<file path="src/rtl/fid_map.svh">
/*
 * Constant map of the 14-bit instruction decoder: opcode fields, field
 * positions, fixed control words and timing counts.
 * Assumes inclusion by bare name from the decoder.
 */
`ifndef FID_MAP_SVH
`define FID_MAP_SVH

// instruction word fields
`define FID_W_TOP_HI      13
`define FID_W_TOP_LO      12
`define FID_W_OP_HI       11
`define FID_W_OP_LO       8
`define FID_W_DEST        7
`define FID_W_FILE_HI     6
`define FID_W_BIT_HI      9
`define FID_W_BIT_LO      7
`define FID_W_JMP_SEL     11
// families
`define FID_TOP_BYTE      2'h0
`define FID_TOP_BIT       2'h1
`define FID_TOP_BRANCH    2'h2
`define FID_TOP_LIT       2'h3
// byte-oriented operation fields
`define FID_OP_MISC       4'h0
`define FID_OP_CLR        4'h1
`define FID_OP_SUB        4'h2
`define FID_OP_DEC        4'h3
`define FID_OP_OR         4'h4
`define FID_OP_AND        4'h5
`define FID_OP_XOR        4'h6
`define FID_OP_ADD        4'h7
`define FID_OP_MOV        4'h8
`define FID_OP_COM        4'h9
`define FID_OP_INC        4'ha
`define FID_OP_DECSZ      4'hb
`define FID_OP_RR         4'hc
`define FID_OP_RL         4'hd
`define FID_OP_SWAP       4'he
`define FID_OP_INCSZ      4'hf
// bit-oriented codes (upper two bits of op field)
`define FID_BIT_CLR       2'h0
`define FID_BIT_SET       2'h1
`define FID_BIT_TSTC      2'h2
`define FID_BIT_TSTS      2'h3
// fixed control words
`define FID_WORD_RET      14'h0008
`define FID_WORD_RETI     14'h0009
`define FID_WORD_SLEEP    14'h0063
`define FID_WORD_WDTCLR   14'h0064
`define FID_NOP_MASK      14'h3f9f
`define FID_NOP_WORD      14'h0000
// file addresses
`define FID_ADDR_TIMER_ZERO_COUNT     7'h01
`define FID_ADDR_PORT_LO  7'h05
`define FID_ADDR_PORT_HI  7'h09
// index of the last of the four phases of an instruction cycle
`define FID_PHASES        2'h3

`endif

</file>
<file path="src/rtl/fid_pkg.sv">
/*
 * Types of the instruction decoder: ALU operations, flag
 * masks and the decoded control bundle.
 * Needs no include file; only the decoder includes fid_map.svh.
 */
`default_nettype none
package fid_pkg;
   typedef enum logic [3:0] {
      FID_ALU_PASSF = 4'h0, FID_ALU_ADD = 4'h1, FID_ALU_SUBFW = 4'h2, FID_ALU_AND = 4'h3,
      FID_ALU_OR = 4'h4, FID_ALU_XOR = 4'h5, FID_ALU_DEC = 4'h6, FID_ALU_INC = 4'h7,
      FID_ALU_RL = 4'h8, FID_ALU_RR = 4'h9, FID_ALU_COM = 4'ha, FID_ALU_SWAP = 4'hb,
      FID_ALU_ZERO = 4'hc, FID_ALU_PASSW = 4'hd, FID_ALU_BCLR = 4'he, FID_ALU_BSET = 4'hf
   } fid_alu_t;
   typedef struct packed {
      logic c;
      logic dc;
      logic z;
   } fid_flags_t;
   typedef struct packed {
      fid_alu_t   alu;          // operation
      logic       use_lit;      // literal replaces file operand
      logic       wr_acc;       // result to accumulator
      logic       wr_file;      // result to file register
      logic [6:0] file_addr;    // file register address
      logic [2:0] bit_sel;      // bit position
      fid_flags_t flags;        // flags updated
      logic       skip_zero;    // skip when result zero
      logic       skip_bclr;    // skip when tested bit clear
      logic       skip_bset;    // skip when tested bit set
      logic       call;         // push and jump
      logic       jump;         // jump
      logic       ret;          // pop into pc
      logic       reti;         // pop and re-enable interrupts
      logic [10:0] target;      // branch target
      logic       sleep;        // enter standby
      logic       wdt_clr;      // clear watchdog
      logic       pin_read;     // read port pins not latch
      logic       psc_clr;      // clear timer-zero prescaler
      logic       illegal;      // unused encoding, runs as idle
   } fid_ctl_t;
endpackage
`default_nettype wire

</file>
<file path="src/rtl/fid_decoder.sv">
/*
 * Instruction decoder for a 14-bit word core. Decodes each word once per
 * instruction cycle of four oscillator periods and holds the control
 * bundle, resolves skips and inserts the idle second cycle.
 * Assumes a fetched word valid during the first phase and the datapath
 * returning the result zero flag and operand bit during the last phase.
 */
// Summary of operation
// - byte ops: dest bit 0 writes accumulator (nothing for field 0000), 1 writes file register
// - byte field 0111 adds accumulator and file, updates carry, nibble carry, zero
// - fields 0101, 0100, 0110 are and, or, xor; zero flag only
// - 1011 decrements, 1111 increments; zero result skips next instruction
// - 1101 rotates left, 1100 rotates right through carry; carry only
// - byte 0010 file minus accumulator, literal 110x literal minus accumulator; all flags
// - bit words 00bb clear, 01bb set selected bit; no flags
// - bit words 10bb skip if clear, 11bb skip if set; two cycles when the skip is taken
// - literal 111x adds literal to accumulator; all flags
// - literal 1000, 1001, 1010 or, and, xor into accumulator; zero flag only
// - literal 00xx loads accumulator; 01xx loads and returns in two cycles
// - pc change or true test takes two cycles, second one idle
// - standby and watchdog-clear words are single cycle, touch expiry and powerdown flags
// - port read-modify-write uses sampled pin levels as operand
// - timer-zero count write clears prescaler when assigned to timer zero
// - seven-bit file address selects 0x00 to 0x7f in current bank
// - each instruction cycle spans four oscillator periods
`default_nettype none
`include "fid_map.svh"
module fid_decoder
(
   input  wire logic         clk_sys,
   input  wire logic         reset,
   input  wire logic [13:0]  instr_word,
   input  wire logic         result_zero,
   input  wire logic         tested_bit,
   input  wire logic         psc_on_timer,
   output fid_pkg::fid_ctl_t ctl,
   output logic              ctl_valid,
   output logic [1:0]        phase,
   output logic              cycle_end,
   output logic              idle_cycle
);
   logic [1:0]        phase_r, phase_nxt;
   fid_pkg::fid_ctl_t ctl_r, ctl_nxt;
   logic              valid_r, valid_nxt;
   logic              idle_r, idle_nxt;
   logic              fetch, last;
   logic              skip;

   // port registers share pin read-back
   function automatic logic is_port(input logic [6:0] a);
      is_port = (a >= `FID_ADDR_PORT_LO) && (a <= `FID_ADDR_PORT_HI);
   endfunction

   // full combinational decode of one word
   function automatic fid_pkg::fid_ctl_t decode(input logic [13:0] w, input logic psc_tmr);
      fid_pkg::fid_ctl_t c;
      logic [3:0] op;
      logic       d;
      c = '0;
      op = w[`FID_W_OP_HI:`FID_W_OP_LO];
      d = w[`FID_W_DEST];
      c.file_addr = w[`FID_W_FILE_HI:0];
      c.bit_sel = w[`FID_W_BIT_HI:`FID_W_BIT_LO];
      c.target = w[10:0];
      case (w[`FID_W_TOP_HI:`FID_W_TOP_LO])
         `FID_TOP_BYTE:
         begin
            c.wr_acc = ~d;
            c.wr_file = d;
            case (op)
               `FID_OP_MISC:
               begin
                  c.wr_acc = 1'b0;
                  c.wr_file = d;
                  c.alu = fid_pkg::FID_ALU_PASSW;
                  if (!d)
                  begin
                     if (w == `FID_WORD_RET) c.ret = 1'b1;
                     else if (w == `FID_WORD_RETI) c.reti = 1'b1;
                     else if (w == `FID_WORD_SLEEP) c.sleep = 1'b1;
                     else if (w == `FID_WORD_WDTCLR) c.wdt_clr = 1'b1;
                     else if ((w & `FID_NOP_MASK) != `FID_NOP_WORD) c.illegal = 1'b1;
                  end
               end
               `FID_OP_CLR:
               begin
                  c.alu = fid_pkg::FID_ALU_ZERO;
                  c.flags.z = 1'b1;
               end
               `FID_OP_SUB:
               begin
                  c.alu = fid_pkg::FID_ALU_SUBFW;
                  c.flags = '{c: 1'b1, dc: 1'b1, z: 1'b1};
               end
               `FID_OP_DEC:   begin c.alu = fid_pkg::FID_ALU_DEC;  c.flags.z = 1'b1; end
               `FID_OP_OR:    begin c.alu = fid_pkg::FID_ALU_OR;   c.flags.z = 1'b1; end
               `FID_OP_AND:   begin c.alu = fid_pkg::FID_ALU_AND;  c.flags.z = 1'b1; end
               `FID_OP_XOR:   begin c.alu = fid_pkg::FID_ALU_XOR;  c.flags.z = 1'b1; end
               `FID_OP_ADD:
               begin
                  c.alu = fid_pkg::FID_ALU_ADD;
                  c.flags = '{c: 1'b1, dc: 1'b1, z: 1'b1};
               end
               `FID_OP_MOV:   begin c.alu = fid_pkg::FID_ALU_PASSF; c.flags.z = 1'b1; end
               `FID_OP_COM:   begin c.alu = fid_pkg::FID_ALU_COM;  c.flags.z = 1'b1; end
               `FID_OP_INC:   begin c.alu = fid_pkg::FID_ALU_INC;  c.flags.z = 1'b1; end
               `FID_OP_DECSZ: begin c.alu = fid_pkg::FID_ALU_DEC;  c.skip_zero = 1'b1; end
               `FID_OP_RR:    begin c.alu = fid_pkg::FID_ALU_RR;   c.flags.c = 1'b1; end
               `FID_OP_RL:    begin c.alu = fid_pkg::FID_ALU_RL;   c.flags.c = 1'b1; end
               `FID_OP_SWAP:  c.alu = fid_pkg::FID_ALU_SWAP;
               `FID_OP_INCSZ: begin c.alu = fid_pkg::FID_ALU_INC;  c.skip_zero = 1'b1; end
               default:       c.illegal = 1'b1;
            endcase
            c.pin_read = c.wr_file && is_port(c.file_addr) && (op != `FID_OP_MISC);
         end
         `FID_TOP_BIT:
         begin
            case (op[3:2])
               `FID_BIT_CLR: begin c.alu = fid_pkg::FID_ALU_BCLR; c.wr_file = 1'b1; end
               `FID_BIT_SET: begin c.alu = fid_pkg::FID_ALU_BSET; c.wr_file = 1'b1; end
               `FID_BIT_TSTC: c.skip_bclr = 1'b1;
               `FID_BIT_TSTS: c.skip_bset = 1'b1;
               default: c.illegal = 1'b1;
            endcase
            c.pin_read = c.wr_file && is_port(c.file_addr);
         end
         `FID_TOP_BRANCH:
         begin
            c.call = ~w[`FID_W_JMP_SEL];
            c.jump = w[`FID_W_JMP_SEL];
         end
         default:
         begin
            c.use_lit = 1'b1;
            c.wr_acc = 1'b1;
            c.flags.z = 1'b1;
            case (op)
               4'h0, 4'h1, 4'h2, 4'h3: begin c.alu = fid_pkg::FID_ALU_PASSF; c.flags.z = 1'b0; end
               4'h4, 4'h5, 4'h6, 4'h7:
               begin
                  c.alu = fid_pkg::FID_ALU_PASSF;
                  c.flags.z = 1'b0;
                  c.ret = 1'b1;
               end
               4'h8: c.alu = fid_pkg::FID_ALU_OR;
               4'h9: c.alu = fid_pkg::FID_ALU_AND;
               4'ha: c.alu = fid_pkg::FID_ALU_XOR;
               4'hc, 4'hd:
               begin
                  c.alu = fid_pkg::FID_ALU_SUBFW;
                  c.flags = '{c: 1'b1, dc: 1'b1, z: 1'b1};
               end
               4'he, 4'hf:
               begin
                  c.alu = fid_pkg::FID_ALU_ADD;
                  c.flags = '{c: 1'b1, dc: 1'b1, z: 1'b1};
               end
               default:
               begin
                  c.illegal = 1'b1;
                  c.wr_acc = 1'b0;
                  c.flags.z = 1'b0;
               end
            endcase
         end
      endcase
      c.psc_clr = c.wr_file && (c.file_addr == `FID_ADDR_TIMER_ZERO_COUNT) && psc_tmr;
      decode = c;
   endfunction

   assign fetch = (phase_r == 2'h0);
   assign last = (phase_r == `FID_PHASES);
   assign skip = (ctl_r.skip_zero && result_zero) || (ctl_r.skip_bclr && !tested_bit)
               || (ctl_r.skip_bset && tested_bit);

   // phase counter, decode latch and idle insertion
   always_comb
   begin
      phase_nxt = phase_r + 2'h1;
      ctl_nxt = ctl_r;
      valid_nxt = valid_r;
      idle_nxt = idle_r;
      if (fetch)
      begin
         valid_nxt = ~idle_r;
         ctl_nxt = idle_r ? '0 : decode(instr_word, psc_on_timer);
      end
      if (last)
         idle_nxt = valid_r && (skip || ctl_r.call || ctl_r.jump || ctl_r.ret || ctl_r.reti);
   end

   always_ff @(posedge clk_sys)
   begin
      if (reset)
      begin
         phase_r <= 2'h0;
         ctl_r <= '0;
         valid_r <= 1'b0;
         idle_r <= 1'b0;
      end
      else
      begin
         phase_r <= phase_nxt;
         ctl_r <= ctl_nxt;
         valid_r <= valid_nxt;
         idle_r <= idle_nxt;
      end
   end

   assign ctl = ctl_r;
   assign ctl_valid = valid_r;
   assign phase = phase_r;
   assign cycle_end = last;
   assign idle_cycle = ~valid_r;

   // checks
   phase_wrap_a: assert property (@(posedge clk_sys) disable iff (reset)
      last |=> phase_r == 2'h0) else $error("phase did not wrap");
   dest_acc_a: assert property (@(posedge clk_sys) disable iff (reset)
      fetch && instr_word[13:12] == 2'h0 && instr_word[11:8] != 4'h0 && !idle_r
      |=> ctl_r.wr_acc == !$past(instr_word[7])) else $error("destination wrong");
   add_flags_a: assert property (@(posedge clk_sys) disable iff (reset)
      fetch && !idle_r && instr_word[13:8] == 6'h07
      |=> ctl_r.alu == fid_pkg::FID_ALU_ADD && ctl_r.flags == 3'h7) else $error("add decode");
   logic_zero_a: assert property (@(posedge clk_sys) disable iff (reset)
      fetch && !idle_r && instr_word[13:8] inside {6'h04, 6'h05, 6'h06}
      |=> ctl_r.flags == 3'h1) else $error("logic flags");
   skip_idle_a: assert property (@(posedge clk_sys) disable iff (reset)
      last && valid_r && ctl_r.skip_zero && result_zero |=> ##3 !valid_r) else $error("no idle");
   branch_two_a: assert property (@(posedge clk_sys) disable iff (reset)
      last && valid_r && ctl_r.jump |=> ##3 !valid_r ##4 1) else $error("jump one cycle");
   single_cyc_a: assert property (@(posedge clk_sys) disable iff (reset)
      last && valid_r && (ctl_r.sleep || ctl_r.wdt_clr) |=> ##3 valid_r) else $error("extra idle");
   bit_noflag_a: assert property (@(posedge clk_sys) disable iff (reset)
      valid_r && ctl_r.alu inside {fid_pkg::FID_ALU_BCLR, fid_pkg::FID_ALU_BSET}
      |-> ctl_r.flags == 3'h0) else $error("bit op flags");
   psc_clr_a: assert property (@(posedge clk_sys) disable iff (reset)
      ctl_r.psc_clr |-> ctl_r.wr_file && ctl_r.file_addr == `FID_ADDR_TIMER_ZERO_COUNT) else $error("prescaler clear");
   skip_cov_c: cover property (@(posedge clk_sys) disable iff (reset) last && valid_r && skip);
   call_cov_c: cover property (@(posedge clk_sys) disable iff (reset) valid_r && ctl_r.call);
   ret_cov_c: cover property (@(posedge clk_sys) disable iff (reset) valid_r && ctl_r.reti);
endmodule // fid_decoder
`default_nettype wire

</file>
<file path="config.mk">
export PLATFORM = sky130hd
export DESIGN_NAME = fid_decoder
export DESIGN_NICKNAME = d
export VERILOG_FILES = /design/src/rtl/fid_pkg.sv /design/src/rtl/fid_decoder.sv
export VERILOG_INCLUDE_DIRS = /design/src /design/src/rtl
export SDC_FILE = /design/constraint.sdc
export NUM_CORES = 1
export LEC_CHECK = 0
export BUFFER_PORTS_ARGS = -buffer_cell sky130_fd_sc_hd__buf_2
export CAP_MARGIN = 0
export CORE_MARGIN = 2
export CORE_UTILIZATION = 54
export DETAILED_ROUTE_END_ITERATION = 7
export GPL_ROUTABILITY_DRIVEN = 0
export PLACE_DENSITY = 0.94
export REMOVE_ABC_BUFFERS = 1
export SLEW_MARGIN = 20
export SYNTH_ARGS = -nofsm -noshare
export SYNTH_HDL_FRONTEND = slang
export SYNTH_SLANG_ARGS = --single-unit
export TNS_END_PERCENT = 20
</file>
<file path="constraint.sdc">
create_clock -name clk_sys -period 4.62 [get_ports clk_sys]
set_clock_uncertainty 0.05 [all_clocks]
set_input_delay 0.693 -clock clk_sys [delete_from_list [all_inputs] [get_ports clk_sys]]
set_output_delay 0.693 -clock clk_sys [all_outputs]
set_load 0.02 [all_outputs]
</file>
==> results of run 1 <==
## kinds of logic (layout without fill, tap and decap cells)
| logic type | Yosys count | count (layout) | synth area share (%) |
|---|---|---|---|
| AOI/OAI and AO/OA | 61 | 61 | 20.4 |
| buffers and inverters | 34 | 81 | 8.91 |
| adders and majority gates | 2 | 2 | 1.27 |
| DFF | 37 | 37 | 37.7 |
| and+or+nand+nor | 113 | 113 | 30.2 |
| muxes | 3 | 3 | 1.53 |
## layout by cell type, fill, tap and decap left out, types with 3 or more instances in the layout
cell type	synthesis	layout
nand4_1	4	4
nand3_1	6	6
and3_1	4	4
nand2_1	21	21
clkbuf_4	0	5
nor3_1	8	8
mux2i_1	3	3
nand3b_1	3	3
dfxtp_1	37	37
inv_1	5	5
nor4_1	5	5
a22oi_1	11	11
nand2b_1	8	8
o21ai_0	13	13
a21oi_1	17	17
nor3b_1	3	3
buf_2	2	66
nor2b_1	5	5
nor2_1	33	33
## worst max-delay path, cell delays in order (launching register included)
cell and delay [ps]:
dfxtp_1 350, inv_1 60, ha_1 290, clkinv_1 630, nor4_1 500, a21oi_1 60, o21ai_0 150
## registers in the layout, summed over array words and instances (netlist names)
name       flops
ctl_valid      1
phase          2
ctl           33
idle_r         1
## per-stage QoR
stage	cells	area (um^2)
final	343	2310
after global routing	343	2310
after CTS	343	2310
after detailed placement	335	2210
after global placement	335	2210
after floorplan	222	1810
## layer usage
layer | vias to the layer above | GRT usage [%]
li1 | 977 | -
met2 | 110 | 42.4
met3 | 13 | 5.46
met5 | - | 0
met1 | 901 | 30.6
met4 | 0 | 10.6
## area by class of cell
cell class / count / area [um^2]
Inverter: 6 / 22.5
Sequential cell: 37 / 741
Multi-Input combinational cell: 179 / 1050
Timing Repair Buffer: 67 / 338
Clock inverter: 3 / 65.1
Tap cell: 46 / 57.6
Fill cell: 297 / 1100
Clock buffer: 5 / 37.5
## path summary, 6_finish.rpt
| check | slack [ps] | cells after the start | end |
|---|---|---|---|
| setup reg to reg | 2470 | 6 | ctl[17] |
| hold reg to reg | 390 | 2 | ctl[2] |
| setup / recovery | 2470 | 6 | ctl[17] |
| hold / removal | 390 | 2 | ctl[2] |
## where the power goes
| part | total [W] | switching (W) | internal (W) |
|---|---|---|---|
| logic | 0.000168 | 0.000112 | 0.0000557 |
| clock network | 0.000284 | 0.000116 | 0.000167 |
| registers | 0.000347 | 0.0000104 | 0.000336 |
| total | 0.000798 | 0.000239 | 0.000559 |
==> flow_summary.toml, run 1 <==
[detailed_routing]
dr.pass1.iters = 5
wirelength_mm = 4.86
route.met2.wl_mm = 2.31
top_layer = "met4"
drc_errors = 0
wl_met3_um = 457
drt_iter0_drc = 268
vias = 2001
wl_met1_mm = 1.98
routedWlPerCell_um = 14.2
ant_nets = 0
vias_per_cell = 5.83

[cells_and_area]
drive_above_1_share_pct = 27.3
antenna_cells = 0
final_nets = 317
fin_util_pct = 67.7
area_delta_synth_final_pct = 17.6

[timing]
min_period_ps = 2150
slew_viol_final = 0
fin_hold_ws_ps = 392
setup_viol = 0
slew_headroom_pct = 52.6
finalSetupTns_ps = 0
rsz0062_at_grt = "no"
hold_viol = 0
setup_ws_ps = 2470
timing.fmax_ghz = 0.465
tightest_slew_ps = 707
period_share_pct = 46.6

[global_routing]
overflow = 0
grt_max_degree = 34
grt_pass1_vias = 1850
grt_pass1_wl_mm = 8.26
antenna_found_initial = 0
grt.total_usage_pct = 25.1

[floorplanning]
core.rowCount = 21
die_w_um = 64.3
pin_count = 67
initial_core_util_pct = 57.5
dieHeight_um = 64.3
dieArea_um2 = 4140
coreArea_um2 = 3420

[placement]
place_ws_ps = 2400
port_buffers = 66
place_hpwl_mm = 3.43

[clock_tree]
htreeDepth = 2
post_cts_buffers = 0
clockBufferDepth = 2
cts-hold-fix-buffers = 0
cts_tree = "built"
root_buffer = "clkbuf_4"
ctsResizeCount = 0
cts.clk_slew.worst_paths_ps = 110
clk-insertion-delay-late_ps = 350
cts.sinks = 37
tritoncts.num_buffers = 5

[run_status]
status = "complete, no violations"

[hold_path]
hp-class = "reg2reg"
hp-start = "ctl[2]"

[synthesis]
ys_ff_latch = 37
synth_top_area_cell = "dfxtp_1"
synthTopCellsByArea = "dfxtp_1 (38%), nor2_1 (6.3%), a21oi_1 (4.3%)"
ys_seq_area_share_pct = 37.7
netlist_top_cells_count = "dfxtp_1 (37), nor2_1 (33), nand2_1 (21), a21oi_1 (17)"
yosysTopAreaCellShare_pct = 37.7
synth.cell_area_um2 = 1970
ys_warn_count = 0
synth-edff-count = 0
yosysUniqueCellTypes = 47
synth.avg_cell_area_um2 = 7.86
synthArstFlopShare_pct = 0
synthCells = 250
synthFlopType = "dfxtp_1"
synth_most_common_cell = "dfxtp_1"

[setup_path]
arrival_ps = 2390
endpoint_kind = "flop"
cp.required_ps = 4860
worstSetupStartpoint = "phase[0]"
crit_type = "reg2reg"
timing.rr.start = "phase[0]"
worstPathMaxFanout = 26
startpoint_type = "flop"

[pwr]
vdd_drop_max_v = 0.000220
leakagePower_nw = 1.05
p_per_area_nw_per_um2 = 345
power_w = 0.000798

[run]
drv_cap = 0
Note: power is estimated with default switching activity, not from simulation.
==> inputs of run 2 (changes only) <==
- ABC_AREA: not set -> 1
- CORE_UTILIZATION: 54 -> 45
- PLACE_DENSITY: 0.94 -> 0.85
- clock period: 4.62 -> 1.9 ns (I/O delays scaled with it)
==> run 2 against run 1 <==
Clock-buffer cell count is the same. Cell count grew 17%. Synthesized cell count grew 18%. Final area grew 1.1%. Register-to-register slack lost 2300 ps.
==> flow_summary.toml, run 2 <==
[timing]
hold_viol = 0
fin_hold_ws_ps = 216
finalSetupTns_ps = 0
setup_viol = 0
tightest_slew_ps = 502
slew_viol_final = 0
min_period_ps = 1700
period_share_pct = 89.3
slew_headroom_pct = 66.5
rsz0062_at_grt = "no"
timing.fmax_ghz = 0.590

[global_routing]
grt_max_degree = 34
grt_pass1_vias = 1856
grt_pass1_wl_mm = 8.14
antenna_found_initial = 0
grt.total_usage_pct = 20.2
overflow = 0

[clock_tree]
cts.clk_slew.worst_paths_ps = 70
post_cts_buffers = 0
clk-insertion-delay-late_ps = 290
cts_tree = "built"
cts-hold-fix-buffers = 0
clockBufferDepth = 2
tritoncts.num_buffers = 5
htreeDepth = 2
root_buffer = "clkbuf_8"
cts.sinks = 37
ctsResizeCount = 0

[synthesis]
ys_seq_area_share_pct = 37.9
yosysTopAreaCellShare_pct = 37.9
synth_top_area_cell = "dfxtp_1"
ys_ff_latch = 37
synthFlopType = "dfxtp_1"
synth-edff-count = 0
netlist_top_cells_count = "nand2_1 (77), dfxtp_1 (37), a21oi_1 (35), inv_1 (34), nor2_1 (30)"
yosysUniqueCellTypes = 27
synthTopCellsByArea = "dfxtp_1 (38%), nand2_1 (15%), a21oi_1 (9.0%)"
synth_most_common_cell = "nand2_1"
synthCells = 295
synthArstFlopShare_pct = 0
synth.cell_area_um2 = 1960
synth.avg_cell_area_um2 = 6.63
ys_warn_count = 0

[hold_path]
hold_path_depth = 3
hp-class = "in2reg"

[floorplanning]
core.rowCount = 23
coreArea_um2 = 4090
initial_core_util_pct = 47.9
die_w_um = 69.9
dieHeight_um = 69.9
dieArea_um2 = 4890
pin_count = 67

[pwr]
power_w = 0.00176
leakagePower_nw = 1.21
p_per_area_nw_per_um2 = 755
vdd_drop_max_v = 0.000483

[run]
drv_cap = 0

[cells_and_area]
area_delta_synth_final_pct = 19.4
layout_commonest_cell = "nand2_1"
antenna_cells = 0
fin_util_pct = 57.2
final_cell_mix = "nand2_1 (77), buf_2 (66), dfxtp_1 (37), a21oi_1 (35), inv_1 (34)"
drive_above_1_share_pct = 24.5
final_nets = 373
final_cell_count_no_fill = 401
largest_reg_flops = 33

[detailed_routing]
drt_iter0_drc = 80
vias_per_cell = 5.11
dr.pass1.iters = 4
drc_errors = 0
vias = 2050
routedWlPerCell_um = 12.2
ant_nets = 0
wirelength_mm = 4.87

[run_status]
status = "complete, no violations"

[setup_path]
startpoint_type = "flop"
worstRegToRegCells = 9
crit_type = "reg2reg"
endpoint_kind = "flop"
worstPathMaxFanout = 16
cp.required_ps = 2080
arrival_ps = 1880

[placement]
place_inst = 395
place_hpwl_mm = 3.67
port_buffers = 66
==> run 2: report_power, final <==
group,total [W],switching (W),internal [W]
combinational,0.000416,0.000288,0.000128
sequential,0.000846,0.0000270,0.000819
clock,0.000502,0.000261,0.000241
total,0.00176,0.000576,0.00119
==> run 2: cell families (layout without fill, tap and decap cells) <==
kind of cell               after synthesis  after routing  synth area share (%)
buffers and inverters                   55            111                  12.7
and+or+nand+nor                        143            143                  32.4
AOI/OAI and AO/OA                       58             58                  15.7
DFF                                     37             37                  37.9
adders and majority gates                2              2                  1.28
==> run 2: layout make-up <==
type,count,area (um^2)
fillers,418,1750
multi-input cells,203,967
flip-flops and latches,37,741
repair buffers,70,360
inverters,35,131
clock buffers,5,68.8
well taps,50,62.6
clock inverters,1,5.00
==> run 2: worst paths after layout <==
path / from / endpoint / slack [ps]
setup / recovery: phase[0] / ctl[2] / 200
hold / removal: instr_word[7] / ctl[26] / 220
hold reg to reg: ctl[38] / ctl[38] / 410
setup reg to reg: phase[0] / ctl[2] / 200
==> run 2: per-stage QoR <==
step	worst slack, ps	area, um^2
finish	204	2340
global route	72.9	2340
CTS	169	2340
detailed placement	190	2260
global placement	299	2260
floorplan	-24.0	1840
==> run 2: layer usage <==
metal	GRT usage [%]	up-vias	share of wire, %
li1	-	1044	-
met1	23.3	922	44
met2	36.0	74	47
met3	5.63	10	6.5
met4	6.62	0	1.8
met5	0	-	0
==> run 2: critical path, stage by stage, from the launching register on <==
cell     delay (ps)
dfxtp_1         340
inv_1            60
ha_1            180
inv_2            60
nor2_4          260
buf_4           280
nand4_1         110
nor3_1          140
a21oi_1          60
nor2_1           90
==> inputs of run 3 (changes only) <==
- MAX_ROUTING_LAYER: not set -> met4
==> run 3 against run 2 <==
Maximum frequency rose by 0.11%. Clock-buffer cell count did not move. Critical path depth did not move. Utilization did not move. Via count fell by 0.49%. Total power barely moved. Highest routed layer unchanged.
==> flow_summary.toml, run 3 (synthesized netlist as in run 2, its figures left out) <==
[run_status]
status = "complete, no violations"

[setup_path]
critPathBufInv = 3
max_stage_delay_ps = 340
endpoint_kind = "flop"
worstPathMaxFanout = 16
cp.required_ps = 2080
startpoint_type = "flop"
rrSetupSlack_ps = 210
timing.rr.start = "phase[0]"
r2r-end = "ctl[2]"
worstRegToRegCells = 9
crit_type = "reg2reg"
worstPathCellList = "inv_1 > ha_1 > inv_2 > nor2_4 > buf_4 > nand4_1 > nor3_1 > a21oi_1 > nor2_1"
slowest_stage = "dfxtp_1"
arrival_ps = 1870
path_delay_family = "simple AND/OR/NAND/NOR gates"

[detailed_routing]
drt_iter0_drc = 86
vias_per_cell = 5.09
drc_errors = 0
routedWlPerCell_um = 12.2
wirelength_mm = 4.88
ant_nets = 0
vias = 2040
dr.pass1.iters = 4

[clock_tree]
post_cts_buffers = 0
cts.clk_slew.worst_paths_ps = 70
cts_tree = "built"
root_buffer = "clkbuf_8"
cts-hold-fix-buffers = 0
htreeDepth = 2
ctsResizeCount = 0
tritoncts.num_buffers = 5
clockBufferDepth = 2
cts.sinks = 37
clk-insertion-delay-late_ps = 290

[cells_and_area]
area_delta_synth_final_pct = 19.4
layout_commonest_cell = "nand2_1"
fin_util_pct = 57.2
final_nets = 373
antenna_cells = 0
postLayoutCellArea_um2 = 2340
largest_reg_flops = 33
final_cell_mix = "nand2_1 (77), buf_2 (66), dfxtp_1 (37), a21oi_1 (35), inv_1 (34)"
drive_above_1_share_pct = 24.5
final_cell_count_no_fill = 401
fill_cells = 418

[timing]
setup_viol = 0
timing.fmax_ghz = 0.590
hold_viol = 0
slew_headroom_pct = 67.2
slew_viol_final = 0
period_share_pct = 89.2
min_period_ps = 1690
finalSetupTns_ps = 0
rsz0062_at_grt = "no"
fin_hold_ws_ps = 216
tightest_slew_ps = 491

[hold_path]
whs_endpoint = "ctl[26]"
hp-class = "in2reg"
hp-start = "instr_word[7]"
hold_path_depth = 3

[pwr]
switching_share_pct = 32.6
pwr-share-comb_pct = 23.5
vdd_drop_max_v = 0.000483
p_sw_w = 0.000575
seqPwrFrac_pct = 48.0
intPower_w = 0.00119
p_per_area_nw_per_um2 = 755
leakagePower_nw = 1.21
clockPowerShare_pct = 28.5

[placement]
place_inst = 395
place_area_um2 = 2260
place_hpwl_mm = 3.67
port_buffers = 66

[floorplanning]
die_w_um = 69.9
core.rowCount = 23
pin_count = 67
dieArea_um2 = 4890
initial_core_util_pct = 47.9
coreArea_um2 = 4090
dieHeight_um = 69.9

[global_routing]
grt_max_degree = 34
antenna_found_initial = 0
grt_pass1_vias = 1856
overflow = 0
grt.total_usage_pct = 20.8
grt_pass1_wl_mm = 8.13

[run]
drv_cap = 0
==> run 3: cell counts in the layout (fill, tap and decap cells not counted) <==
No cell type changed its count.
==> run 3: per-layer routing <==
metal / track usage (%) / wire [um] / up-vias
li1: - / - / 1040
met4: 6.62 / 82 / 0
met2: 36.0 / 2340 / 82
met3: 5.05 / 333 / 9
met5: - / 0 / -
met1: 23.6 / 2120 / 909
==> run 3: metrics by stage <==
step                power, W  setup slack (ps)
floorplan            0.00111             -24.0
CTS                  0.00178               169
finish               0.00176               206
global placement     0.00127               299
global route         0.00186              72.9
detailed placement   0.00128               190
==> run 3: final cells by class <==
cell class              count  area [um^2]  share of cell area [%]
clock inverters             1         5.00                   0.214
inverters                  35          131                    5.62
well taps                  50         62.6                    2.68
multi-input cells         203          967                    41.4
repair buffers             70          360                    15.4
flip-flops and latches     37          741                    31.7
clock buffers               5         68.8                    2.95
==> run 3: worst max-delay path by stage <==
| stage | slack, ps | startpoint | end | cells past startpoint |
|---|---|---|---|---|
| 2_1_floorplan | -20 | phase[0] | ctl[25] | 10 |
| 3_3_place_gp | 300 | phase[0] | ctl[2] | 9 |
| 3_5_place_dp | 190 | phase[0] | ctl[2] | 9 |
| 4_1_cts | 170 | phase[0] | ctl[2] | 9 |
| 5_1_grt | 70 | phase[0] | ctl[2] | 9 |
| 6_report | 210 | phase[0] | ctl[2] | 9 |
==> run 3: worst register-to-register path, cell delays in order (launching register included) <==
cell and delay [ps]:
dfxtp_1 340, inv_1 70, ha_1 180, inv_2 60, nor2_4 260, buf_4 270, nand4_1 110, nor3_1 140
a21oi_1 60, nor2_1 90
==> run 3: power groups by stage <==
stage          Clock (W)  Combinational (W)  Sequential, W
4_1_cts         0.000521           0.000416       0.000847
6_report        0.000502           0.000415       0.000846
5_1_grt         0.000545           0.000458       0.000853
3_5_place_dp           0           0.000415       0.000864
3_3_place_gp           0           0.000407       0.000862
2_1_floorplan          0           0.000175       0.000939
